[config.mk]
export PLATFORM = sky130hd
export DESIGN_NAME = iop_top
export DESIGN_NICKNAME = d
export VERILOG_FILES = /design/src/inc/iop_pkg.sv /design/src/inc/iop_cfg_if.sv /design/src/rtl/iop_sync.sv /design/src/rtl/iop_pin_ctl.sv /design/src/rtl/iop_top.sv
export SDC_FILE = /design/constraint.sdc
export NUM_CORES = 1
export LEC_CHECK = 0
export ABC_AREA = 1
export BUFFER_PORTS_ARGS = -buffer_cell sky130_fd_sc_hd__buf_4
export CORE_MARGIN = 4
export CORE_UTILIZATION = 40
export DETAILED_ROUTE_END_ITERATION = 10
export PLACE_DENSITY_LB_ADDON = 0.12
export RECOVER_POWER = 25
export SYNTH_ARGS = -nofsm -noshare
export SYNTH_HDL_FRONTEND = slang
export SYNTH_SLANG_ARGS = --single-unit
[constraint.sdc]
create_clock -name clk -period 2.38 [get_ports clk]
set_input_delay 0 -clock clk [delete_from_list [all_inputs] [get_ports clk]]
set_output_delay 0 -clock clk [all_outputs]
set_load 0.01 [all_outputs]
[src/inc/iop_pkg.sv]
// Constants shared by the eight-bit I/O port.
package iop_pkg;
    // Port and bus widths.
    localparam int unsigned PORT_W = 8;
    localparam int unsigned PADDR_W = 17;
    localparam int unsigned PDATA_W = 32;

    // Register indices; the byte address is four times the index.
    localparam logic [14:0] IDX_LAT = 15'h7F50;
    localparam logic [14:0] IDX_IN = 15'h7F51;
    localparam logic [14:0] IDX_DDR = 15'h7F52;
    localparam logic [14:0] IDX_FSA = 15'h7F53;
    localparam logic [14:0] IDX_FSB = 15'h7FF4;
    localparam logic [16:0] ADDR_LAT = {IDX_LAT, 2'b00};
    localparam logic [16:0] ADDR_IN = {IDX_IN, 2'b00};
    localparam logic [16:0] ADDR_DDR = {IDX_DDR, 2'b00};
    localparam logic [16:0] ADDR_FSA = {IDX_FSA, 2'b00};
    localparam logic [16:0] ADDR_FSB = {IDX_FSB, 2'b00};

    // Reset values of the writable registers.
    localparam logic [7:0] RST_LAT = 8'h00;
    localparam logic [7:0] RST_DDR = 8'h00;
    localparam logic [7:0] RST_FSA = 8'h00;
    localparam logic [7:0] RST_FSB = 8'h00;

    // Bits that carry an alternate-function output.
    localparam logic [7:0] ALT_OUT_BITS = 8'hF8;
    localparam int unsigned SERIAL_LSB = 3;
    localparam int unsigned PWM_LSB = 6;
endpackage : iop_pkg

[src/inc/iop_cfg_if.sv]
// Configuration and pin-drive bundle between the register file and decoder.
`timescale 1ns/1ns
`default_nettype none
interface iop_cfg_if;
    logic [7:0] lat;
    logic [7:0] ddr;
    logic [7:0] fsa;
    logic [7:0] fsb;
    logic [7:0] drv_o;
    logic [7:0] drv_oe;
    logic [7:0] drv_pu;
    logic [7:0] drv_slow;
    logic [7:0] inv;
    modport reg_side (output lat, ddr, fsa, fsb,
                      input drv_o, drv_oe, drv_pu, drv_slow, inv);
    modport ctl_side (input lat, ddr, fsa, fsb,
                      output drv_o, drv_oe, drv_pu, drv_slow, inv);
endinterface : iop_cfg_if
`default_nettype wire

[src/rtl/iop_sync.sv]
// Two-flop synchroniser for the asynchronous pin levels.
`timescale 1ns/1ns
`default_nettype none
module iop_sync #(
    parameter int unsigned W = 8
) (
    // Clock and reset.
    input wire logic clk,
    input wire logic reset,
    // Raw and synchronised levels.
    input wire logic [W-1:0] d,
    output logic [W-1:0] q
);
    typedef struct packed {
        logic [W-1:0] s1;
        logic [W-1:0] s2;
    } iop_sync_s;

    iop_sync_s st_r;
    iop_sync_s st_nxt;

    // The first stage feeds only the second stage.
    always_comb begin
        st_nxt.s1 = d;
        st_nxt.s2 = st_r.s1;
    end

    // Reset clears both stages so reads are defined from the start.
    always_ff @(posedge clk) begin
        if (reset) begin
            st_r <= '0;
        end else begin
            st_r <= st_nxt;
        end
    end

    assign q = st_r.s2;
endmodule : iop_sync
`default_nettype wire

[src/rtl/iop_pin_ctl.sv]
// Per-bit decode of latch, direction and function selects into pin drive.
`timescale 1ns/1ns
`default_nettype none
module iop_pin_ctl
    import iop_pkg::*;
#(
    parameter logic [7:0] ALT_MASK = ALT_OUT_BITS
) (
    // Configuration in, drive out.
    iop_cfg_if.ctl_side cfg,
    // Alternate-function output levels, one per bit.
    input wire logic [7:0] alt_out
);
    // Bit 0 level, 1 enable, 2 pull-up, 3 slow edge, 4 read inversion.
    function automatic logic [4:0] decode(input logic fa, input logic fb,
                                          input logic l, input logic d,
                                          input logic has_alt,
                                          input logic a);
        logic o;
        logic oe;
        logic pu;
        logic sl;
        o = 1'b0;
        oe = 1'b0;
        pu = 1'b0;
        sl = 1'b0;
        case ({fa, fb})
            2'b00: begin
                if (d) begin
                    o = l;
                    oe = 1'b1;
                end else begin
                    pu = l;
                end
            end
            2'b01: begin
                if (!d) begin
                    o = l;
                    oe = 1'b1;
                    sl = 1'b1;
                end else begin
                    oe = ~l;
                end
            end
            2'b10: begin
                oe = 1'b1;
                if (!has_alt) begin
                    o = d;
                end else if (l && d) begin
                    o = 1'b1;
                end else if (l) begin
                    o = ~a;
                end else if (d) begin
                    o = a;
                end
            end
            default: begin
                if (!has_alt) begin
                    o = l;
                    oe = ~d;
                    sl = ~d;
                end else if (!d) begin
                    o = l & a;
                    oe = 1'b1;
                    sl = 1'b1;
                end else if (!l) begin
                    oe = ~a; // Open drain: only the low level is driven.
                end
            end
        endcase
        decode = {(~fa & fb & l & d) | (fa & ~fb & l & ~d), sl, pu, oe, o};
    endfunction : decode

    // Decode every bit independently; direction is per bit.
    always_comb begin
        logic [4:0] r;
        r = '0;
        for (int i = 0; i < 8; i++) begin
            r = decode(cfg.fsa[i], cfg.fsb[i], cfg.lat[i], cfg.ddr[i],
                       ALT_MASK[i], alt_out[i]);
            cfg.drv_o[i] = r[0];
            cfg.drv_oe[i] = r[1];
            cfg.drv_pu[i] = r[2];
            cfg.drv_slow[i] = r[3];
            cfg.inv[i] = r[4];
        end
    end
endmodule : iop_pin_ctl
`default_nettype wire

[src/rtl/iop_top.sv]
// Eight-bit I/O port with APB registers, drive decode and pin read path.
// Operation
// - Each of eight pins has its own direction bit; one means output.
// - Eight-bit read-write latch sets output level and plain-input pull-up.
// - Plain input: latch one enables pull-up, latch zero leaves pin floating.
// - Input register read returns sampled levels of all eight pins.
// - Pin read path works under every setting, also while driving.
// - Read value is inverted in the two documented select/latch settings.
// - Pin levels always feed alternate inputs with the same inversion.
// - Bits zero and one always feed the two external interrupt inputs.
// - Bits three to five connect to the second synchronous serial channel.
// - Bits six and seven carry the first pulse-width channel outputs.
// - Plain output: pin driven actively to the latch level.
// - Select B only: slow-edge latch drive as input, low-or-float as output.
// - Bits zero and one: select A forces level; both selects slow or float.
`timescale 1ns/1ns
`default_nettype none
module iop_top
    import iop_pkg::*;
(
    // Clock and reset.
    input wire logic clk,
    input wire logic reset,
    // APB slave.
    input wire logic psel,
    input wire logic penable,
    input wire logic pwrite,
    input wire logic [16:0] paddr,
    input wire logic [31:0] pwdata,
    input wire logic [3:0] pstrb,
    output logic [31:0] prdata,
    output logic pready,
    output logic pslverr,
    // Port pins.
    input wire logic [7:0] pin_i,
    output logic [7:0] pin_o,
    output logic [7:0] pin_oe,
    output logic [7:0] pin_pull_en,
    output logic [7:0] pin_slow_en,
    // Alternate functions.
    output logic [7:0] alt_in,
    output logic external_irq_first,
    output logic external_irq_second,
    input wire logic [2:0] sync_serial_channel_one_out,
    input wire logic [1:0] pulse_width_channel_zero_out
);
    typedef struct packed {
        logic [7:0] lat;
        logic [7:0] ddr;
        logic [7:0] fsa;
        logic [7:0] fsb;
        logic [31:0] rdata;
        logic slverr;
        logic [7:0] o;
        logic [7:0] oe;
        logic [7:0] pu;
        logic [7:0] slow;
        logic [7:0] ain;
    } iop_top_s;

    iop_top_s st_r;
    iop_top_s st_nxt;
    iop_cfg_if cfg ();
    logic [7:0] pin_sync;
    logic [7:0] in_val;
    logic [7:0] alt_out;
    logic setup;
    logic access;

    // Pins come from outside the clock domain.
    iop_sync #(
        .W(PORT_W)
    ) u_sync (
        .clk(clk),
        .reset(reset),
        .d(pin_i),
        .q(pin_sync)
    );

    // Alternate outputs placed on their bit positions.
    assign alt_out = {pulse_width_channel_zero_out,
                      sync_serial_channel_one_out, 3'h0};

    iop_pin_ctl #(
        .ALT_MASK(ALT_OUT_BITS)
    ) u_ctl (
        .cfg(cfg.ctl_side),
        .alt_out(alt_out)
    );

    // Register values steer the decoder.
    assign cfg.lat = st_r.lat;
    assign cfg.ddr = st_r.ddr;
    assign cfg.fsa = st_r.fsa;
    assign cfg.fsb = st_r.fsb;

    // The read path is never gated, so a driven pin still reads back.
    assign in_val = pin_sync ^ cfg.inv;

    assign setup = psel & ~penable;
    assign access = psel & penable;

    // Is the address one of the five registers.
    function automatic logic mapped(input logic [16:0] a);
        mapped = (a == ADDR_LAT) || (a == ADDR_IN) || (a == ADDR_DDR) ||
                 (a == ADDR_FSA) || (a == ADDR_FSB);
    endfunction : mapped

    // Read data and error are prepared at setup so outputs come from flops.
    // Writes land only at the access edge; zero wait states.
    always_comb begin
        st_nxt = st_r;
        if (setup) begin
            st_nxt.rdata = 32'h0000_0000;
            st_nxt.slverr = ~mapped(paddr) | (pwrite && paddr == ADDR_IN);
            if (!pwrite) begin
                if (paddr == ADDR_LAT) begin
                    st_nxt.rdata[7:0] = st_r.lat;
                end else if (paddr == ADDR_IN) begin
                    st_nxt.rdata[7:0] = in_val;
                end else if (paddr == ADDR_DDR) begin
                    st_nxt.rdata[7:0] = st_r.ddr;
                end else if (paddr == ADDR_FSA) begin
                    st_nxt.rdata[7:0] = st_r.fsa;
                end else if (paddr == ADDR_FSB) begin
                    st_nxt.rdata[7:0] = st_r.fsb;
                end
            end
        end
        if (access && pwrite && pstrb[0]) begin
            if (paddr == ADDR_LAT) begin
                st_nxt.lat = pwdata[7:0];
            end else if (paddr == ADDR_DDR) begin
                st_nxt.ddr = pwdata[7:0];
            end else if (paddr == ADDR_FSA) begin
                st_nxt.fsa = pwdata[7:0];
            end else if (paddr == ADDR_FSB) begin
                st_nxt.fsb = pwdata[7:0];
            end
        end
        // Pin drive is registered; it lags a register write by one cycle.
        st_nxt.o = cfg.drv_o;
        st_nxt.oe = cfg.drv_oe;
        st_nxt.pu = cfg.drv_pu;
        st_nxt.slow = cfg.drv_slow;
        st_nxt.ain = in_val;
    end

    // All state lives in one register.
    always_ff @(posedge clk) begin
        if (reset) begin
            st_r <= '0;
            st_r.lat <= RST_LAT;
            st_r.ddr <= RST_DDR;
            st_r.fsa <= RST_FSA;
            st_r.fsb <= RST_FSB;
        end else begin
            st_r <= st_nxt;
        end
    end

    // Outputs.
    assign prdata = st_r.rdata;
    assign pslverr = st_r.slverr & access;
    assign pready = access;
    assign pin_o = st_r.o;
    assign pin_oe = st_r.oe;
    assign pin_pull_en = st_r.pu;
    assign pin_slow_en = st_r.slow;
    assign alt_in = st_r.ain;
    assign external_irq_first = st_r.ain[0];
    assign external_irq_second = st_r.ain[1];

    // Helper masks over the registered configuration.
    logic [7:0] h_plain_out;
    logic [7:0] h_plain_in;
    logic [7:0] h_slow_in;
    logic [7:0] h_fb_out;
    logic [7:0] h_fa_lo;
    logic [7:0] h_inv;
    logic [1:0] h_pwm_cmos;
    logic wr_lat;
    logic wr_ddr;
    logic rd_in;
    assign h_plain_out = ~st_r.fsa & ~st_r.fsb & st_r.ddr;
    assign h_plain_in = ~st_r.fsa & ~st_r.fsb & ~st_r.ddr;
    assign h_slow_in = ~st_r.fsa & st_r.fsb & ~st_r.ddr;
    assign h_fb_out = ~st_r.fsa & st_r.fsb & st_r.ddr;
    assign h_fa_lo = st_r.fsa & ~st_r.fsb & 8'h03;
    assign h_inv = (~st_r.fsa & st_r.fsb & st_r.lat & st_r.ddr) |
                   (st_r.fsa & ~st_r.fsb & st_r.lat & ~st_r.ddr);
    assign h_pwm_cmos = st_r.fsa[7:6] & ~st_r.fsb[7:6] &
                        ~st_r.lat[7:6] & st_r.ddr[7:6];
    assign wr_lat = access && pwrite && pstrb[0] && paddr == ADDR_LAT;
    assign wr_ddr = access && pwrite && pstrb[0] && paddr == ADDR_DDR;
    assign rd_in = setup && !pwrite && paddr == ADDR_IN;

    direction_write_a: assert property (@(posedge clk) disable iff (reset)
        wr_ddr |=> st_r.ddr == $past(pwdata[7:0]) ##1
        (pin_oe & h_plain_out) == h_plain_out)
        else $error("Direction write did not reach the pin enables.");

    latch_write_a: assert property (@(posedge clk) disable iff (reset)
        wr_lat |=> st_r.lat == $past(pwdata[7:0]))
        else $error("Latch write was not stored.");

    pull_up_a: assert property (@(posedge clk) disable iff (reset)
        1'b1 |=> ((pin_pull_en ^ $past(st_r.lat)) & $past(h_plain_in)) == 0 &&
        (pin_oe & $past(h_plain_in)) == 0)
        else $error("Plain input pull-up or float is wrong.");

    input_read_a: assert property (@(posedge clk) disable iff (reset)
        rd_in |=> prdata == {24'h000000, $past(in_val)} && pready)
        else $error("Input register read returned a wrong value.");

    read_invert_a: assert property (@(posedge clk) disable iff (reset)
        ((in_val ^ pin_sync) == h_inv))
        else $error("Read inversion does not match the settings.");

    alt_input_a: assert property (@(posedge clk) disable iff (reset)
        1'b1 |=> alt_in == ($past(pin_sync) ^ $past(h_inv)))
        else $error("Alternate input does not follow the pin.");

    irq_route_a: assert property (@(posedge clk) disable iff (reset)
        1'b1 |=> {external_irq_second, external_irq_first} ==
        ($past(pin_sync[1:0]) ^ $past(h_inv[1:0])))
        else $error("Interrupt inputs do not follow bits zero and one.");

    pwm_drive_a: assert property (@(posedge clk) disable iff (reset)
        1'b1 |=> ((pin_o[7:6] ^ $past(pulse_width_channel_zero_out)) &
        $past(h_pwm_cmos)) == 2'b00)
        else $error("Pulse-width output not on bits six and seven.");

    plain_drive_a: assert property (@(posedge clk) disable iff (reset)
        1'b1 |=> ((pin_o ^ $past(st_r.lat)) & $past(h_plain_out)) == 0 &&
        (pin_oe & $past(h_plain_out)) == $past(h_plain_out))
        else $error("Plain output not driven to the latch.");

    slow_drive_a: assert property (@(posedge clk) disable iff (reset)
        1'b1 |=> (pin_slow_en & $past(h_slow_in)) == $past(h_slow_in) &&
        ((pin_oe ^ ~$past(st_r.lat)) & $past(h_fb_out)) == 0)
        else $error("Select B drive style is wrong.");

    force_level_a: assert property (@(posedge clk) disable iff (reset)
        1'b1 |=> ((pin_o ^ $past(st_r.ddr)) & $past(h_fa_lo)) == 0 &&
        (pin_oe & $past(h_fa_lo)) == $past(h_fa_lo))
        else $error("Bits zero and one forced level is wrong.");

    unmapped_err_a: assert property (@(posedge clk) disable iff (reset)
        setup && !mapped(paddr) ##1 access |-> pslverr && prdata == 0)
        else $error("Unmapped access not flagged.");
endmodule : iop_top
`default_nettype wire

Word level (Yosys, flattened, before mapping)
Cells that the tools add are included.
{ "word_totals": {"word_cells": 297, "latchBits": 0, "ram_bits": 0, "rom_bits": 0, "n_memories": 0, "regBits": 97, "output_inout_bits": 76} }
{ "op_classes": {"n_mux": 95, "n_div": 0, "addsub": 0, "shift": 0, "mul": 0, "n_reduce_logical": 40, "magnitude_cmp": 0, "eq_ne": 21, "bitwise": 116} }
{ "ops": {"columns": ["cell", "count"], "rows": [
  ["17-bit == test (second input constant)", 5],
  ["1-bit two-way mux", 70],
  ["1-bit AND", 56],
  ["1-bit inverter", 50],
  ["8-bit two-way mux", 6],
  ["1-bit one-hot mux with 3 select lines", 16],
  ["2-bit OR reduction", 11],
  ["2-bit by 1-bit == test with 1-bit output (second input constant)", 8],
  ["2-bit == test (second input constant)", 8],
  ["2-bit logical NOT", 8],
  ["3-bit OR reduction", 5],
  ["1-bit OR", 9],
  ["1-bit logical AND", 8],
  ["8-bit XOR", 1],
  ["1-bit one-hot mux with 2 select lines", 3],
  ["5-bit AND reduction", 1],
  ["1-bit logical OR", 4],
  ["4-bit AND reduction", 1],
  ["3-bit AND reduction", 1],
  ["2-bit AND reduction", 1]
]} }

Longest topological paths before layout
Gate-level depths: netlist of the first run.
{ "depth": {"depth_word": 9, "depth_mapped": 12} }

By module
Synthesis of the first run repeated with hierarchy kept, for this count alone.
{ "unflattened": {"hier_cells": 789, "hier_area_um2": 5316.3} }
{ "modules_own_cells": {"columns": ["mod", "instances", "area_each_um2", "seq_area_each_um2", "cells_per_inst"], "rows": [
  ["iop_top", 1, 3922.5, 1621.6, 521],
  ["iop_pin_ctl", 1, 919.6, 0.0, 218],
  ["iop_sync", 1, 474.2, 320.3, 50]
]} }

Least setup slack after synthesis of the first run
No wires, ideal clock.
{ "synth_path": {"path_kind": "flip-flop to flip-flop", "start": "reg, netlist name cfg.fsb[6]", "end": "reg st_r (netlist bit prdata[6])", "stages_incl_launch_ff": 12, "required_time_ns": 2.248, "path_slack_ns": 1.170, "t_arrival_ns": 1.078, "path_cell_list": "dfxtp_1 > inv_1 > nor2_1 > nand3_1 > nand2_1 > nand2_1 > nand2_1 > nor2_1 > nor2_1 > nand2_1 > nand2_1 > a21oi_1"} }
{ "synth_between": {"elab_chain_cells": 9, "elab_cells_between_ends": 15} }
{ "synth_lines": {"columns": ["element", "line", "text"], "rows": [
  ["1-bit inverter", "iop_pin_ctl.sv:71", "decode = {(~fa & fb & l & d) | (fa & ~fb & l & ~d), sl, pu, oe, o};"],
  ["1-bit AND (3 in a row)", "iop_pin_ctl.sv:71", null],
  ["1-bit OR", "iop_pin_ctl.sv:71", null],
  ["8-bit XOR", "iop_top.sv:98", "assign in_val = pin_sync ^ cfg.inv;"],
  ["8-bit two-way mux (*)", "iop_top.sv:119", "end else if (paddr == ADDR_IN) begin"],
  ["8-bit two-way mux (*)", "iop_top.sv:117", "if (paddr == ADDR_LAT) begin"],
  ["8-bit two-way mux (*)", "iop_top.sv:116", "if (!pwrite) begin"],
  ["end signal: assignment", "iop_top.sv:158", "st_r <= st_nxt;"],
  ["end: declaration", "iop_top.sv:61", "iop_top_s st_r;"]
]} }
Every way passes the cells marked *; elsewhere a longest branch is shown, timed or not.
A chain may end at the register's enable or synchronous reset.

Worst setup path in the final report of the first run
{ "layout_path": {"start": "in pwrite", "end": "reg, netlist name cfg.fsa[5]"} }
{ "layout_between": {"elab_chain_cells": 3} }
{ "layout_lines": {"columns": ["element", "line", "text"], "rows": [
  ["start: declaration", "iop_top.sv:27", "input wire logic pwrite,"],
  ["1-bit logical AND (2 in a row)", null, null],
  ["4-bit AND reduction (no source line)", null, null]
]} }
No other way between the ends.

==> results.sh, run 1 <==
export IMPL_status="completed"
export IMPL_netlist_instances=703
export IMPL_first_iter_violations=300
export IMPL_dpl_hpwl_um=8490
export IMPL_clock_skew_ns=0.006252
export IMPL_clock_sinks=97
export IMPL_p_per_area_nw_per_um2=578.7
export IMPL_wl_per_cell_um=12.49
export IMPL_grt_setup_unrepaired="no"
export IMPL_final_cell_area_um2=5786
export IMPL_syn_area_per_cell_um2=7.012
export IMPL_multiInputGateArea_um2=2100
export IMPL_hp_class="in2reg"
export IMPL_place_gp_congestion=0.8354
export IMPL_crit_fanout=16
export IMPL_dr_pass1_iters=5
export IMPL_grt_usage_pct=16.93
export IMPL_leakagePower_nw=2.670
export IMPL_die_h_um=119.0
export IMPL_clockBufferDepth=2
export IMPL_period_needed_ns=1.796
export IMPL_worstReg2RegEnd="prdata[4]"
export IMPL_period_share_pct=75.46
export IMPL_worstPathRequired_ns=2.58
export IMPL_hold_viol=0
export IMPL_finalMaxSlewViolations=0
export IMPL_critical_path_top_delay_family="buffers and inverters"
export IMPL_yosysWarningCount=0
export IMPL_die_area_um2=14160
export IMPL_clk_pin_slew_ns=0.07
export IMPL_holdPathStages=3
export IMPL_maxCapViolCount=0
export IMPL_worst_path_buf_inv=3
export IMPL_final_cell_mix="nand2_1, dfxtp_1, inv_1, nor2_1, buf_4"
export IMPL_postRouteAntennaNets=0
export IMPL_io_buffers=95
export IMPL_register_area_um2=1942
export IMPL_crit_chain="dlygate4sd3_1, buf_4, nand3_1, inv_1, nand3_1, o21ai_0, a21oi_1"
export IMPL_fillers=1243
export IMPL_drc=0
export IMPL_cp_end_kind="flop"
export IMPL_via_per_inst=4.675
export IMPL_grt_pass1_vias=4199
export IMPL_ys_types=31
export IMPL_initial_core_util_pct=40.87
export IMPL_power_mw=3.348
export IMPL_setup_viol=0
export IMPL_numCtsBuffers=9
export IMPL_ios=147
export IMPL_fmaxAchievable_mhz=556.8
export IMPL_insertion_delay_ns=0.34
export IMPL_place_ws_ns=0.5407
export IMPL_timing_rr_start="cfg.lat[4]"
export IMPL_synth_seq_area_share_pct=39.39
export IMPL_layout_setup_ws_ns=0.5841
export IMPL_root_buffer="clkbuf_16"
export IMPL_drive_gt1_share_pct=14.86
export IMPL_layout_nets=840
export IMPL_layout_commonest_cell="nand2_1"
export IMPL_antenna_found_initial=0
export IMPL_synth_area_um2=4930
export IMPL_startpoint_type="input port"
export IMPL_drt_wl_total_um=11760
export IMPL_die_width_um=119.0
export IMPL_grt_max_degree=60
export IMPL_cpMostUsedCell="nand3_1"
export IMPL_num_rows=40
export IMPL_slowest_delay_ns=0.56
export IMPL_slew_headroom_pct=19.07
export IMPL_synth_seq_cells=97
export IMPL_cp_slowest_cell="nand3_1"
export IMPL_routed_via_count=4404
export IMPL_hold_path_end="pin_o[5]"
export IMPL_critPathArrivalTime_ns=1.99
export IMPL_irDropWorstVdd_v=0.0002632
export IMPL_synthToLayoutAreaGrowth_pct=17.36
export IMPL_critPathKind="in2reg"
export IMPL_final_setup_tns_ns=0
export IMPL_grt_pass1_wl_um=19800
export IMPL_diodes=0
export IMPL_hold_start="sync_serial_channel_one_out[2]"
export IMPL_tritoncts="built"
export IMPL_r2r_setup_slack_ns=0.84
export IMPL_fp_coreArea_um2=12060
export IMPL_cts_max_level=3
export IMPL_overflow=0
export IMPL_worstMarginPinSlew_ns=1.214
export IMPL_rr_worst_depth=11
export IMPL_dpl_cell_area_um2=5363
-- how the worst max path moves through the flow --
| stage | startpoint | endpoint | slack [ns] | cells after the start |
|---|---|---|---|---|
| finish | pwrite | cfg.fsa[5] | 0.58 | 7 |
| global route | pwrite | cfg.ddr[3] | 0.52 | 7 |
| CTS | pwrite | cfg.fsa[5] | 0.62 | 7 |
| detailed placement | paddr[9] | cfg.fsa[7] | 0.54 | 9 |
| global placement | paddr[9] | cfg.fsa[4] | 0.58 | 9 |
| floorplan | cfg.fsb[6] | prdata[6] | 1.17 | 11 |
-- worst register-to-register path: stages (launching register included) --
cell and delay, ns:
dfxtp_1 0.43, inv_1 0.09, nor2_1 0.18, nand2_1 0.10
nand2_1 0.06, nand2_1 0.04, nand2_1 0.11, nor2_1 0.06
nor2_1 0.08, nand2_1 0.06, nand2_1 0.10, a21oi_1 0.07
-- registers in the layout, indices dropped and copies added, names as in the netlist --
register / count
pin_oe: 8
pin_o: 8
u_sync.q: 8
prdata: 8
cfg.fsb: 8
pin_pull_en: 8
cfg.lat: 8
alt_in: 8
u_sync.st_nxt: 8
pin_slow_en: 8
cfg.fsa: 8
st_r: 1
cfg.ddr: 8
-- repair_timing --
action,CTS,global route
endpoints found under the hold margin,40,0
resized for setup,0,0
buffers inserted,0,0
hold buffers,19,0
-- through the flow --
step / std cells / hold WS (ns) / util [%]
6_report: 942 / 0.01502 / 47.97
5_1_grt: 942 / 0.03461 / 47.97
4_1_cts: 942 / 0.006522 / 48.58
3_5_place_dp: 907 / 0.2070 / 44.46
3_3_place_gp: 907 / 0.2017 / 44.46
2_1_floorplan: 726 / 0.1070 / -
-- Yosys cell counts --
library cell    n  share of area, %
dfxtp_1        97                39
nor3_1         13               1.3
o21ai_1         1              0.10
nand2_1       129               9.8
nand2_2         2              0.25
a41oi_1         4              0.71
nor2_1         85               6.5
nand3b_1       11               1.7
nor2_2          1              0.13
a31oi_1         8               1.0
nor2_4          5               1.1
inv_2           1             0.076
clkbuf_1       10              0.76
buf_2           2              0.20
nand4_1         8               1.0
nand3_2         2              0.41
buf_6           2              0.46
a21oi_1        45               4.6
conb_1          1             0.076
a2111oi_0       1              0.18
buf_4          73                11
inv_1          92               7.0
clkinv_1        1             0.076
nand2_4         1              0.23
o21ai_0        56               5.7
nand4_2         1              0.25
a211oi_1        2              0.30
o21ai_2         2              0.36
nand3_1        44               4.5
buf_1           1             0.076
nor3_4          2              0.66
-- power by group --
group / total, mW / internal, mW / switching [mW] / leakage [nW]
registers: 1.65 / 1.64 / 0.00563 / 0.785
logic: 0.230 / 0.103 / 0.127 / 1.74
clock network: 1.47 / 0.845 / 0.628 / 0.145
-- cell type report --
cell class | count | share of cell area, %
timing repair buffer | 120 | 15.12
sequential | 97 | 33.56
inverter | 94 | 6.099
multi-input combinational | 447 | 36.29
tap | 168 | 3.633
clock buffer | 10 | 4.131
clock inverter | 6 | 1.168
-- kinds of logic after synthesis --
family                 count (synthesis)  synth area share [%]
and+or+nand+nor                      304                 27.84
buffers and inverters                182                 19.77
AOI/OAI and AO/OA                    119                 12.92
DFF                                   97                 39.39
other                                  1               0.07607
-- metal layers --
layer,vias up,global-route usage [%],share of wire [%]
met3,12,2.564,5.6
li1,2284,-,-
met4,0,7.096,1.4
met2,129,28.36,47
met5,-,0,0
met1,1979,21.67,46
Power figures use the tool's default switching activity.
==> run 2: changes to the inputs <==
- ABC_AREA: 1 -> 0
- clock period: 2.38 -> 1.6 ns (I/O delays scaled with it)
==> run 2 against run 1 <==
  * Utilization up 2.7 points
  * Critical path depth down 2
  * Synthesized cell count down 25%
  * Die area down 3.7%
  * Critical path type is now reg2reg
  * Critical endpoint is now prdata[2]
  * Largest power group is now the clock network
  * Highest routed layer unchanged
==> results.sh, run 2 <==
export IMPL_setup_viol=0
export IMPL_fp_coreArea_um2=11520
export IMPL_register_area_um2=1947
export IMPL_antenna_found_initial=0
export IMPL_clock_sinks=97
export IMPL_grt_max_degree=39
export IMPL_synth_seq_area_share_pct=41.01
export IMPL_drive_gt1_share_pct=24.76
export IMPL_synth_most_common_cell="dfxtp_1"
export IMPL_postRouteAntennaNets=0
export IMPL_crit_chain="and3b_1, o21ai_0, xor2_1, o211a_1, a221oi_1"
export IMPL_layout_nets=680
export IMPL_wl_per_cell_um=15.14
export IMPL_initial_core_util_pct=41.11
export IMPL_io_buffers=95
export IMPL_cp_slowest_cell="dfxtp_1"
export IMPL_slowest_delay_ns=0.50
export IMPL_async_flop_share_pct=0
export IMPL_multiInputGateArea_um2=2125
export IMPL_place_gp_congestion=0.8243
export IMPL_dr_pass1_iters=5
export IMPL_cts_max_level=3
export IMPL_die_area_um2=13640
export IMPL_p_switching_mw=1.107
export IMPL_first_iter_violations=210
export IMPL_insertion_delay_ns=0.35
export IMPL_die_h_um=116.8
export IMPL_diodes=0
export IMPL_grt_setup_unrepaired="no"
export IMPL_syn_area_per_cell_um2=9.035
export IMPL_worstReg2RegEnd="prdata[2]"
export IMPL_final_setup_tns_ns=0
export IMPL_synth_top_cell_area_share_pct=41.01
export IMPL_hp_class="in2reg"
export IMPL_ios=147
export IMPL_ys_types=43
export IMPL_layout_commonest_cell="buf_4"
export IMPL_sequentialPowerShare_pct=46.5
export IMPL_rr_worst_depth=5
export IMPL_tritoncts="built"
export IMPL_clockBufferDepth=2
export IMPL_grt_pass1_wl_um=17460
export IMPL_drc=0
export IMPL_post_cts_buffers=0
export IMPL_root_buffer="clkbuf_16"
export IMPL_fillers=1107
export IMPL_timing_rr_start="cfg.fsb[2]"
export IMPL_die_width_um=116.8
export IMPL_routed_via_count=3756
export IMPL_via_per_inst=4.962
export IMPL_finalMaxSlewViolations=0
export IMPL_worstMarginPinSlew_ns=0.5622
export IMPL_startpoint_type="flop"
export IMPL_r2r_setup_slack_ns=0.1
export IMPL_yosysWarningCount=0
export IMPL_grt_usage_pct=16.62
export IMPL_clk_pin_slew_ns=0.07
export IMPL_overflow=0
export IMPL_grt_pass1_vias=3501
export IMPL_clock_skew_ns=0.003888
export IMPL_status="completed"
export IMPL_intPower_mw=4.161
export IMPL_synthTopCellsByCount="dfxtp_1, buf_4, nor2_1"
export IMPL_worstPathRequired_ns=1.85
export IMPL_critPathCapture="prdata[2]"
export IMPL_dpl_hpwl_um=7952
export IMPL_fin_hold_ws_ns=0.07666
export IMPL_switching_share_pct=21.01
export IMPL_synthFlopType="dfxtp_1"
export IMPL_period_share_pct=93.97
export IMPL_p_per_area_nw_per_um2=902.3
export IMPL_cp_startpoint="cfg.fsb[2]"
export IMPL_yosys_top_cells_area="dfxtp_1, buf_4, mux2i_1"
export IMPL_p_clk_share_pct=47.4
export IMPL_crit_fanout=10
export IMPL_critPathArrivalTime_ns=1.75
export IMPL_netlist_instances=524
export IMPL_slew_headroom_pct=62.52
export IMPL_synth_area_um2=4735
export IMPL_leakagePower_nw=2.539
export IMPL_synth_seq_cells=97
export IMPL_hold_viol=0
export IMPL_num_rows=39
export IMPL_maxCapViolCount=0
export IMPL_synth_edf_count=0
export IMPL_final_cell_mix="buf_4, dfxtp_1, nor2_1, nand2_1"
export IMPL_comb_power_share_pct=6.2
export IMPL_critPathKind="reg2reg"
export IMPL_fmaxAchievable_mhz=665.1
export IMPL_period_needed_ns=1.503
export IMPL_irDropWorstVdd_v=0.0003845
export IMPL_synthToLayoutAreaGrowth_pct=23.31
export IMPL_numCtsBuffers=9
export IMPL_drt_wl_total_um=11460
export IMPL_synth_top_area_cell="dfxtp_1"
export IMPL_cp_end_kind="flop"
==> run 2: cell types whose count changed in the layout (fill, tap and decap cells not counted), moves of 24 or more <==
| cell | change |
|---|---|
| a21oi_1 | -26 |
| buf_4 | +33 |
| inv_1 | -83 |
| mux2i_1 | +24 |
| nand2_1 | -95 |
| nand3_1 | -42 |
| nor2_1 | -41 |
| o21ai_0 | -34 |
==> run 2: power groups by stage <==
| stage | logic (mW) | clock network, mW | registers [mW] |
|---|---|---|---|
| global placement | 0.285 | 0 | 2.50 |
| floorplan | 0.178 | 0 | 2.50 |
| finish | 0.325 | 2.50 | 2.45 |
| global route | 0.355 | 2.68 | 2.45 |
| CTS | 0.330 | 2.56 | 2.45 |
| detailed placement | 0.289 | 0 | 2.50 |
==> run 2: stage by stage <==
stage,setup WS (ns),std cells,instance area (µm²),util [%],power (mW)
6_report,0.09655,757,5838,50.70,5.268
5_1_grt,0.007474,757,5838,50.70,5.481
4_1_cts,0.08377,757,5914,51.36,5.340
3_5_place_dp,-0.03659,720,5360,46.54,2.792
3_3_place_gp,-0.03798,720,5360,46.54,2.788
2_1_floorplan,0.1017,547,4821,-,2.679
==> run 2: worst min-delay path by stage <==
stage	startpoint	endpoint	slack, ns	depth (start not counted)
after floorplan	pin_i[0]	u_sync.st_nxt[0]	0.13	1
after global placement	pin_i[5]	u_sync.st_nxt[5]	0.21	2
after detailed placement	pin_i[5]	u_sync.st_nxt[5]	0.22	2
after CTS	reset	pin_oe[1]	0.07	2
after global routing	reset	pin_oe[1]	0.07	2
final	reset	pin_oe[1]	0.08	2
==> run 2: logic make-up after synthesis <==
group	synth area share [%]
and+or+nand+nor	21.88
buffers and inverters	16.17
DFF	41.01
AOI/OAI and AO/OA	13.37
muxes	5.074
xor gates and xnor gates	2.405
other	0.07921
==> run 2: critical path, delay by kind of cell, from the launching register on <==
kind	cells	cell delay, ns
compound gates	3	0.55
simple gates	1	0.19
xor+xnor	1	0.17
flops	1	0.50
==> run 2: per-layer routing <==
metal	GRT usage, %	wire [µm]	part of all wire (%)	vias up
met5	0	0	0	-
met4	6.498	80	0.70	0
met3	3.805	894	7.8	6
met2	25.94	5224	46	129
met1	22.36	5263	46	1733
li1	-	-	-	1888
==> run 2: final cells by class <==
class | count | share of cell area, %
Clock buffer | 10 | 4.093
Clock inverter | 6 | 1.800
Inverter | 9 | 0.5787
Multi-Input combinational cell | 328 | 36.39
Sequential cell | 97 | 33.35
Tap cell | 143 | 3.065
Timing Repair Buffer | 164 | 20.72
==> run 2: what timing repair did <==
item / in CTS / in global routing
endpoints found under the hold margin: 50 / 0
hold buffers: 21 / 0
endpoints found under the setup margin: 0 / 5
resized for setup: 0 / 7
